### config.mk
export PLATFORM = sky130hd
export DESIGN_NAME = epwm_output_stage
export DESIGN_NICKNAME = d
export VERILOG_FILES = /design/src/rtl/epwm_pkg.sv /design/src/rtl/epwm_output_stage.sv
export SDC_FILE = /design/constraint.sdc
export NUM_CORES = 1
export LEC_CHECK = 0
export BUFFER_PORTS_ARGS = -buffer_cell sky130_fd_sc_hd__buf_2
export CAP_MARGIN = 10
export CORE_MARGIN = 2
export CORE_UTILIZATION = 50
export CTS_BUF_LIST = sky130_fd_sc_hd__clkbuf_8
export DETAILED_ROUTE_END_ITERATION = 6
export PLACE_DENSITY_LB_ADDON = 0.3
export SYNTH_ARGS = -nofsm -noshare
export SYNTH_HDL_FRONTEND = slang
export SYNTH_SLANG_ARGS = --single-unit
### constraint.sdc
create_clock -name sys_clk -period 4.15 [get_ports sys_clk]
set_clock_uncertainty 0.05 [all_clocks]
set_input_delay 0.415 -clock sys_clk [delete_from_list [all_inputs] [get_ports sys_clk]]
set_output_delay 0.415 -clock sys_clk [all_outputs]
set_load 0.05 [all_outputs]
### src/rtl/epwm_pkg.sv
// Package: register map, field layout and timing constants of the enhanced PWM output stage
package epwm_pkg;
	localparam int DATA_W = 32;
	localparam int ADDR_W = 8;
	localparam logic [ADDR_W-1:0] OFF_MODE_CTRL = 8'h00;
	localparam logic [ADDR_W-1:0] OFF_DUTY_HIGH = 8'h04;
	localparam logic [ADDR_W-1:0] OFF_TSEL_LOW = 8'h08;
	localparam logic [ADDR_W-1:0] OFF_TSEL_HIGH = 8'h0C;
	localparam logic [ADDR_W-1:0] OFF_PERIOD = 8'h10;
	localparam logic [ADDR_W-1:0] OFF_TCTRL = 8'h14;
	localparam logic [ADDR_W-1:0] OFF_COUNT = 8'h18;
	localparam logic [ADDR_W-1:0] OFF_DEADBAND = 8'h1C;
	localparam logic [ADDR_W-1:0] OFF_STEER = 8'h20;
	localparam logic [ADDR_W-1:0] OFF_PORTDIR = 8'h24;
	localparam logic [ADDR_W-1:0] OFF_DUTYLAT = 8'h28;
	localparam logic [7:0] MODE_CTRL_RST = 8'h00;
	localparam logic [7:0] PERIOD_RST = 8'hFF;
	localparam logic [7:0] TCTRL_RST = 8'h00;
	localparam logic [7:0] STEER_RST = 8'h01;
	localparam logic [3:0] PORTDIR_RST = 4'hF;
	localparam logic [1:0] PWM_FUNC = 2'h3;
	localparam int TCTRL_ON_BIT = 2;
	localparam logic [1:0] PRESC_1 = 2'h0;
	localparam logic [1:0] PRESC_4 = 2'h1;
	localparam logic [3:0] OSC_PER_INSTR = 4'h4;
	localparam logic [1:0] RESP_OKAY = 2'h0;
	localparam logic [1:0] RESP_SLVERR = 2'h2;
	typedef enum logic [1:0] {
		EPWM_SINGLE = 2'b00,
		EPWM_FULL_FWD = 2'b01,
		EPWM_HALF = 2'b10,
		EPWM_FULL_REV = 2'b11
	} epwm_mode_type;
	typedef struct packed {
		logic [ADDR_W-1:0] awaddr;
		logic awvalid;
		logic [DATA_W-1:0] wdata;
		logic [3:0] wstrb;
		logic wvalid;
		logic bready;
		logic [ADDR_W-1:0] araddr;
		logic arvalid;
		logic rready;
	} epwm_axi_req_type;
	typedef struct packed {
		logic awready;
		logic wready;
		logic bvalid;
		logic [1:0] bresp;
		logic arready;
		logic rvalid;
		logic [DATA_W-1:0] rdata;
		logic [1:0] rresp;
	} epwm_axi_rsp_type;
	typedef struct packed {
		logic [3:0] outLevel;
		logic [3:0] outEnable;
	} epwm_pins_type;
endpackage

### src/rtl/epwm_output_stage.sv
// Enhanced PWM output stage with AXI4-Lite register slave
// ==========================================================
// Overview of operation
// PWM timing counts from system clock divided by four
// Reset releases pins, restores register defaults
// Mode field: 00 single,10 half,01/11 full
// Ten-bit duty on four outputs A-D
// Single mode drives only steered pins
// Pins unused by mode are released
// Low function bits select output polarity
// First enable waits for new period
// Zero mode-control register releases the pin
// Drive only where port direction is output
// Period = 4 clocks x (period+1) x prescale
// Width = clock x prescale x ten-bit duty
// Half-bridge: A pwm, B complement
// Half-bridge activation delayed by dead-band count
// Dead-band above duty keeps output inactive
// Forward: A active, D modulated, B,C inactive
// Reverse: C active, B modulated, A,D inactive
// Period match clears timer, sets, latches duty
// Duty double-buffered until period boundary
// Ten-bit time base match clears output
// Dead-band only on inactive-to-active edge
// Per-channel two-bit timer select field
//
// Implementation choices: the AXI4-Lite register port and the register addresses.
`timescale 1ns/1ps
module epwm_output_stage
	import epwm_pkg::*;
(
	input wire logic sys_clk,
	input wire logic reset,
	input wire epwm_axi_req_type axiReq,
	output epwm_axi_rsp_type axiRsp,
	output epwm_pins_type pins
);
	// ==========================================================
	// State
	typedef struct packed {
		logic [7:0] modeCtrl;
		logic [7:0] dutyHigh;
		logic [7:0] tselLow;
		logic [7:0] tselHigh;
		logic [7:0] period;
		logic [7:0] tctrl;
		logic [7:0] count;
		logic [7:0] deadband;
		logic [3:0] steer;
		logic [3:0] portDir;
		logic [9:0] dutyLatch;
		logic [3:0] presc;
		logic [1:0] phase;
		logic pwmRaw;
		logic running;
		logic [6:0] dbA;
		logic [6:0] dbB;
		logic [3:0] dbTick;
		logic [3:0] outLevel;
		logic [3:0] outEnable;
		logic awHeld;
		logic [ADDR_W-1:0] awAddr;
		logic wHeld;
		logic [DATA_W-1:0] wData;
		logic [3:0] wStrb;
		logic bValid;
		logic [1:0] bResp;
		logic rValid;
		logic [DATA_W-1:0] rData;
		logic [1:0] rResp;
	} epwm_state_type;
	epwm_state_type state_r;
	epwm_state_type state_nxt;
	localparam epwm_state_type STATE_RST = '{
		modeCtrl: MODE_CTRL_RST, period: PERIOD_RST, tctrl: TCTRL_RST,
		steer: STEER_RST[3:0], portDir: PORTDIR_RST, default: '0};
	epwm_mode_type mode;
	logic pwmSel;
	logic [1:0] prescSel;
	logic [9:0] timeBase;
	logic tick;
	logic baseStep;
	logic periodEnd;
	logic [9:0] duty;
	logic pwmFunc;
	logic [3:0] useMask;
	logic [3:0] activeRaw;
	logic doWrite;
	logic [7:0] wByte;
	logic rdHit;
	logic [7:0] rdByte;
	assign mode = epwm_mode_type'(state_r.modeCtrl[7:6]);
	assign pwmFunc = state_r.modeCtrl[3:2] == PWM_FUNC;
	assign duty = {state_r.dutyHigh, state_r.modeCtrl[5:4]};
	// Channel zero of the shared timers; only this block's own timer exists here
	assign pwmSel = state_r.tselLow[1:0] == 2'h0;
	assign prescSel = state_r.tctrl[1:0];
	// ==========================================================
	// Time base
	always_comb begin
		unique case (prescSel)
			PRESC_1: tick = 1'b1;
			PRESC_4: tick = state_r.presc[1:0] == 2'h3;
			default: tick = state_r.presc == 4'hF;
		endcase
		// Low two bits: raw clock phase at 1:1, else prescaler bits
		unique case (prescSel)
			PRESC_1: timeBase = {state_r.count, state_r.phase};
			PRESC_4: timeBase = {state_r.count, state_r.presc[1:0]};
			default: timeBase = {state_r.count, state_r.presc[3:2]};
		endcase
		periodEnd = tick && state_r.phase == 2'h3 && state_r.count == state_r.period;
		// Time base advances on this clock; used to end the pulse on the step into the match
		unique case (prescSel)
			PRESC_1: baseStep = 1'b1;
			PRESC_4: baseStep = state_r.phase == 2'h3;
			default: baseStep = state_r.phase == 2'h3 && state_r.presc[1:0] == 2'h3;
		endcase
	end
	// ==========================================================
	// Pin mapping
	always_comb begin
		unique case (mode)
			EPWM_SINGLE: useMask = state_r.steer;
			EPWM_HALF: useMask = 4'h3;
			default: useMask = 4'hF;
		endcase
		unique case (mode)
			EPWM_SINGLE: activeRaw = {4{state_r.pwmRaw}};
			EPWM_HALF: activeRaw = {2'b00, state_r.pwmRaw ? 1'b0 : state_r.dbB == 7'h0,
				state_r.pwmRaw && state_r.dbA == 7'h0};
			EPWM_FULL_FWD: activeRaw = {state_r.pwmRaw, 2'b00, 1'b1};
			EPWM_FULL_REV: activeRaw = {1'b0, 1'b1, state_r.pwmRaw, 1'b0};
		endcase
	end
	// ==========================================================
	// Register access
	assign doWrite = state_r.awHeld && state_r.wHeld && !state_r.bValid;
	assign wByte = state_r.wData[7:0];
	always_comb begin
		rdHit = 1'b1;
		unique case (axiReq.araddr)
			OFF_MODE_CTRL: rdByte = state_r.modeCtrl;
			OFF_DUTY_HIGH: rdByte = state_r.dutyHigh;
			OFF_TSEL_LOW: rdByte = state_r.tselLow;
			OFF_TSEL_HIGH: rdByte = {6'h00, state_r.tselHigh[1:0]};
			OFF_PERIOD: rdByte = state_r.period;
			OFF_TCTRL: rdByte = {1'b0, state_r.tctrl[6:0]};
			OFF_COUNT: rdByte = state_r.count;
			OFF_DEADBAND: rdByte = {1'b0, state_r.deadband[6:0]};
			OFF_STEER: rdByte = {4'h0, state_r.steer};
			OFF_PORTDIR: rdByte = {4'h0, state_r.portDir};
			OFF_DUTYLAT: rdByte = state_r.dutyLatch[9:2];
			default: begin
				rdByte = 8'h00;
				rdHit = 1'b0;
			end
		endcase
	end
	// ==========================================================
	// Next state
	always_comb begin
		state_nxt = state_r;
		// Timer and prescaler run only while enabled
		if (state_r.tctrl[TCTRL_ON_BIT]) begin
			state_nxt.phase = state_r.phase + 2'h1;
			if (state_r.phase == 2'h3) begin
				state_nxt.presc = tick ? 4'h0 : state_r.presc + 4'h1;
				if (tick) begin
					state_nxt.count = periodEnd ? 8'h00 : state_r.count + 8'h01;
				end
			end
		end
		// Free count first, so the restarts at boundary and match below win
		if (state_r.dbTick == OSC_PER_INSTR - 4'h1) begin
			state_nxt.dbTick = 4'h0;
			if (state_r.dbA != 7'h0 && state_r.pwmRaw) begin
				state_nxt.dbA = state_r.dbA - 7'h1;
			end
			if (state_r.dbB != 7'h0 && !state_r.pwmRaw) begin
				state_nxt.dbB = state_r.dbB - 7'h1;
			end
		end else begin
			state_nxt.dbTick = state_r.dbTick + 4'h1;
		end
		// Period boundary: set output and reload duty
		if (state_r.tctrl[TCTRL_ON_BIT] && periodEnd && pwmSel) begin
			state_nxt.dutyLatch = duty;
			state_nxt.running = pwmFunc;
			state_nxt.pwmRaw = pwmFunc && duty != 10'h000;
			state_nxt.dbA = state_r.deadband[6:0];
			state_nxt.dbTick = 4'h0;
		// Clearing one step early offsets the register delay; on the match itself it adds one
		end else if (state_r.pwmRaw && baseStep && timeBase + 10'h001 == state_r.dutyLatch) begin
			state_nxt.pwmRaw = 1'b0;
			state_nxt.dbB = state_r.deadband[6:0];
			state_nxt.dbTick = 4'h0;
		end
		if (!pwmFunc) begin
			state_nxt.running = 1'b0;
			state_nxt.pwmRaw = 1'b0;
		end
		// Polarity: function bit 1 inverts A/C, bit 0 inverts B/D
		state_nxt.outLevel = activeRaw ^ {state_r.modeCtrl[0], state_r.modeCtrl[1],
			state_r.modeCtrl[0], state_r.modeCtrl[1]};
		// Drive only used pins, PWM enabled, direction output
		state_nxt.outEnable = (pwmFunc && state_r.running) ? (useMask & ~state_r.portDir) : 4'h0;
		// AXI write channels accepted independently
		if (axiReq.awvalid && !state_r.awHeld) begin
			state_nxt.awHeld = 1'b1;
			state_nxt.awAddr = axiReq.awaddr;
		end
		if (axiReq.wvalid && !state_r.wHeld) begin
			state_nxt.wHeld = 1'b1;
			state_nxt.wData = axiReq.wdata;
			state_nxt.wStrb = axiReq.wstrb;
		end
		if (doWrite) begin
			state_nxt.awHeld = 1'b0;
			state_nxt.wHeld = 1'b0;
			state_nxt.bValid = 1'b1;
			state_nxt.bResp = RESP_OKAY;
			if (state_r.wStrb[0]) begin
				unique case (state_r.awAddr)
					OFF_MODE_CTRL: state_nxt.modeCtrl = wByte;
					OFF_DUTY_HIGH: state_nxt.dutyHigh = wByte;
					OFF_TSEL_LOW: state_nxt.tselLow = wByte;
					OFF_TSEL_HIGH: state_nxt.tselHigh = {6'h00, wByte[1:0]};
					OFF_PERIOD: state_nxt.period = wByte;
					OFF_TCTRL: state_nxt.tctrl = {1'b0, wByte[6:0]};
					OFF_COUNT: state_nxt.count = wByte;
					OFF_DEADBAND: state_nxt.deadband = {1'b0, wByte[6:0]};
					OFF_STEER: state_nxt.steer = wByte[3:0];
					OFF_PORTDIR: state_nxt.portDir = wByte[3:0];
					OFF_DUTYLAT: state_nxt.bResp = RESP_OKAY;
					default: state_nxt.bResp = RESP_SLVERR;
				endcase
			end
		end
		if (state_r.bValid && axiReq.bready) begin
			state_nxt.bValid = 1'b0;
		end
		if (axiReq.arvalid && !state_r.rValid) begin
			state_nxt.rValid = 1'b1;
			state_nxt.rData = {24'h000000, rdByte};
			state_nxt.rResp = rdHit ? RESP_OKAY : RESP_SLVERR;
		end else if (state_r.rValid && axiReq.rready) begin
			state_nxt.rValid = 1'b0;
		end
	end
	always_ff @(posedge sys_clk) begin
		if (reset) begin
			state_r <= STATE_RST;
		end else begin
			state_r <= state_nxt;
		end
	end
	// ==========================================================
	// Outputs
	assign pins.outLevel = state_r.outLevel;
	assign pins.outEnable = state_r.outEnable;
	always_comb begin
		axiRsp.awready = !state_r.awHeld;
		axiRsp.wready = !state_r.wHeld;
		axiRsp.bvalid = state_r.bValid;
		axiRsp.bresp = state_r.bResp;
		axiRsp.arready = !state_r.rValid;
		axiRsp.rvalid = state_r.rValid;
		axiRsp.rdata = state_r.rData;
		axiRsp.rresp = state_r.rResp;
	end
endmodule

Yosys cells after proc, flatten, opt, wreduce, memory -nomap -nowiden. Index checks and enable logic that the tools add are counted.

Bits in registers: 141. Output and inout port bits: 49. Logic and storage cells: 162.

$add $sub $neg: 7. Eq/ne operators: 31. Multiplexer cells: 33. Bitwise gates (word level): 5. Reductions and logical operators: 56.

Operator list (count): case mux 8 bit (11 select lines) (1); equality test 8 x 5 -> 1 bit (second input constant) (8); equality test 8 x 6 -> 1 bit (second input constant) (6); two-way mux 24 bit (2); two-way mux 8 bit (5); two-way mux 7 bit (5); equality test 8 x 4 -> 1 bit (second input constant) (4); AND reduction 3 bit (9); OR reduction 11 bit (2); logical AND 1 bit (19); equality test 8 x 3 -> 1 bit (second input constant) (2); zero test 8 bit (2); two-way mux 4 bit (4); case mux 4 bit (4 select lines) (1); zero test 7 bit (2); two-way mux 14 bit (1); nonzero test 7 bit (2); subtractor 7 x 1 -> 7 bit (second input constant) (2); two-way mux 11 bit (1); adder 10 x 1 -> 10 bit (second input constant) (1); equality test 10 bit (1); equality test 2 bit (second input constant) (5); nonzero test 10 bit (1); adder 4 x 1 -> 4 bit (second input constant) (2); other kinds (21) (44).

Longest topological paths before layout.
Depth after elaboration: 11. Gate-level depth with buffers: 11.

Worst setup path after synthesis. OpenSTA, ideal clock, no wires.

Kind: reg-to-reg. Start: register state_r, in the netlist prescSel[0]. End: register state_r[96] in the netlist's numbering. Setup time: 0.128 ns. Arrival time: 2.696 ns. Path slack: 1.276 ns. Cell stages (with the launch flop): 11. Period minus slack after synthesis: 2.874 ns. Cell sequence: dfxtp_1 > mux2_4 > mux2_4 > ha_1 > nand4_1 > mux2_2 > mux2i_1 > a21oi_1 > nor4_4 > mux2i_1 > nor2_1.

Word-level cells in the longest chain between the ends: 7. Elaborated cells on any way between the ends: 15.

RTL lines: start, declared (line epwm_output_stage.sv:72) `epwm_state_type state_r;`; start signal, assigned (line epwm_output_stage.sv:255) `state_r <= state_nxt;`; equality test 2 x 1 -> 1 bit or zero test 2 bit (tied branches) (line epwm_output_stage.sv:101, epwm_output_stage.sv:107, epwm_output_stage.sv:114); case mux 2 bit (2 select lines) or case mux 1 bit (2 select lines) (tied branches) (line epwm_output_stage.sv:107, epwm_output_stage.sv:101); adder 10 x 1 -> 10 bit or logical AND 1 bit (tied branches) (line epwm_output_stage.sv:194, epwm_output_stage.sv:112); equality test 10 bit or logical AND 1 bit (tied branches) (line epwm_output_stage.sv:194, epwm_output_stage.sv:112); logical AND 1 bit, on equally long branches (line epwm_output_stage.sv:194, epwm_output_stage.sv:187); two-way mux 11 bit or logical AND 1 bit (tied branches) (line epwm_output_stage.sv:194, epwm_output_stage.sv:187); two-way mux 7 bit (*) (line epwm_output_stage.sv:187) `if (state_r.tctrl[TCTRL_ON_BIT] && periodEnd && pwmSel) begin`.

Every way passes the cells marked *; elsewhere a longest branch is shown, timed or not. A chain may end at the register's enable or synchronous reset.

Worst setup path after layout.
Start: register state_r, in the netlist prescSel[0]. End: register state_r[98] in the netlist's numbering.

Same word-level chain as after synthesis.

==> out/results.ini <==
[layout]
fill_cells = 1290
drive_gt1_frac = 0.111
area_growth_syn_to_layout_pct = 6.85
diodes = 0
final_area_sq_um = 7650
instances_no_fill = 1041
final_nets = 918
final_util = 0.549

[placement]
place_worst_setup_slack_ns = 0.949
place_inst = 1011
port_buffers = 54
place_congestion = 0.884
placed_area_sq_um = 7240
post-dp-hpwl_um = 12100

[power]
p_seq_frac = 0.502
p_leak_nw = 3.25
peakVddDrop_v = 0.000168
p_sw_frac = 0.245
clockPowerShare = 0.423
p_per_area_nw_per_um2 = 358
switchingPower_mw = 0.671
total_power_mw = 2.74
combPwrFrac = 0.074
intPower_mw = 2.07

[sta]
period_share = 0.762
final_hold_viol_count = 0
fmax_ghz = 0.316
rsz0062_at_grt = false
tns_ns = 0
holdWs_ns = 0.0919
drv_slew = 0
setup_viol = 0
fin_ws_ns = 0.988
fin_crit_ns = 3.16
tightest_slew_ns = 0.920
slew_headroom = 0.385

[route]
wl_met1_um = 7960
top_layer = met4
avgViaCountPerCell = 5.58
route.detailed.drc = 0
wl_met3_um = 1140
met2_length_um = 7660
detailedRoute.firstIterationViolations = 492
drtAntennaViolNets = 0
wl_um = 17200
wl_per_cell_um = 16.5
dr.pass1.iters = 5
vias = 5813

[setup_path]
cpLargestDelayFamily = multiplexers
critPathArrivalTime_ns = 3.43
worstPathMaxFanout = 8
path_class = flop to flop
crit_slowest_cell = nor4_4
crit_path_end_kind = flop
critPathMaxStageDelay_ns = 0.61
path_buf_inv = 0
cp-start-kind = flop
path_depth = 10
r2r_cells = 10
cp.required_ns = 4.42
path_cells = mux2_4 > mux2_4 > ha_1 > nand4_1 > mux2_2 > mux2i_1 > a21oi_1 > nor4_4 > mux2i_1 > nor2_1

[floorplan]
start_util = 0.514
dieArea_sq_um = 15300
fp.dieW_um = 124
num_rows = 43
core_area_sq_um = 13900
io_pins = 108
fp.dieH_um = 124

[logic_synthesis]
netlist_area_sq_um = 7160
ys_warn_count = 0
synth-edff-count = 0
synthDistinctLibCells = 59
yosysSeqAreaShare = 0.389
synth_area_leaders = dfxtp_1 39%, mux2i_1 11%, nor2_1 6.2%
synth.top_cell.area_share = 0.389
yosysTopAreaCell = dfxtp_1
async_reset_ff_frac = 0
synthCells = 847
synthFlopType = dfxtp_1
synth.avg_cell_area_sq_um = 8.45
ys_ff_latch = 139
netlist_top_cells_count = 139 x dfxtp_1, 119 x nor2_1, 82 x nand2_1
synth_most_common_cell = dfxtp_1

[global_route]
grt_max_degree = 73
grt.total_usage = 0.230
grt_pass1_wl_um = 26500
first_global_vias = 5054
gr-total-overflow = 0
antenna_found_initial = 0

[worst_hold_path]
hold_depth = 2
worstHoldPathType = input port to flop

[clock_tree]
clock_path_buffers = 2
cts_buffers = 17
cts_resized = 0
cts_hold_buf = 0
htreeDepth = 4
root_buffer = clkbuf_8
cts.sink_count = 139
clk_pin_slew_ns = 0.07
cts_tree = built
clock_latency_ns = 0.46
cts_setup_buffers = 0

[outcome]
status = finished, final reports clean

[flow_run]
cap_violations = 0

power by group through the flow:
stage	logic (mW)	clock network [mW]	registers, mW
after floorplan	0.190	0	1.39
after global placement	0.201	0	1.41
after detailed placement	0.202	0	1.41
after CTS	0.202	1.19	1.38
after global routing	0.220	1.24	1.38
final	0.203	1.16	1.38
area by class of cell:
cell class | count | area (sq um) | area share
clock inverters | 11 | 154 | 0.0201
inverters | 14 | 52.6 | 0.00687
repair buffers | 60 | 318 | 0.0415
multi-input cells | 618 | 3860 | 0.504
clock buffers | 19 | 262 | 0.0342
well taps | 180 | 225 | 0.0294
flip-flops and latches | 139 | 2780 | 0.364
placed cells by master (no fill, tap or decap), types with 3 or more instances in the layout:
master,n
o21ai_0,24
a21oi_1,51
inv_1,17
clkbuf_8,19
dfxtp_1,139
nand4_1,9
nor2b_1,12
xor2_1,10
a22o_1,3
clkinv_2,3
and3_1,14
o21a_1,3
mux2i_1,79
or4_1,4
nand2_1,82
conb_1,26
nor2_1,119
nor4_1,6
bufinv_16,4
a211oi_1,10
nand2b_1,5
o41ai_1,3
o22ai_1,3
nor3b_1,6
nand3_1,21
buf_4,7
a31oi_1,7
ha_1,9
a22oi_1,7
buf_2,53
nor3_1,26
xnor2_1,28
a211o_1,14
registers in the layout, indices dropped and copies added (netlist names):
register,flops
state_r,105
axiRsp,12
duty,10
pins,8
mode,2
prescSel,2
metal layers:
metal,GRT usage,vias to the layer above
li1,-,2878
met1,0.314,2728
met2,0.347,171
met3,0.0568,36
met4,0.0973,0
met5,0,-
cell families (layout without fill, tap and decap cells):
logic type,after synthesis,after routing,share of synthesized area
multiplexers,85,85,0.125
AO/OA/AOI/OAI,145,145,0.134
adder cells (fa/ha/maj),9,9,0.0157
other,1,26,0.000524
XOR/XNOR,39,39,0.0496
flip-flops,139,139,0.389
buffers and inverters,115,104,0.0858
AND/OR/NAND/NOR,314,314,0.201
worst paths after layout:
check,startpoint,to,slack (ns)
hold reg to reg,axiRsp[3]$_SDFFE_PP0P_,axiRsp[3]$_SDFFE_PP0P_,0.40
setup / recovery,prescSel[0]$_SDFFE_PP0P_,state_r[98]$_SDFF_PP0_,0.99
setup reg to reg,prescSel[0]$_SDFFE_PP0P_,state_r[98]$_SDFF_PP0_,0.99
hold / removal,axiReq[0],axiRsp[34]$_SDFFE_PP0P_,0.09
No activity file was read; power rests on OpenSTA's default activity.
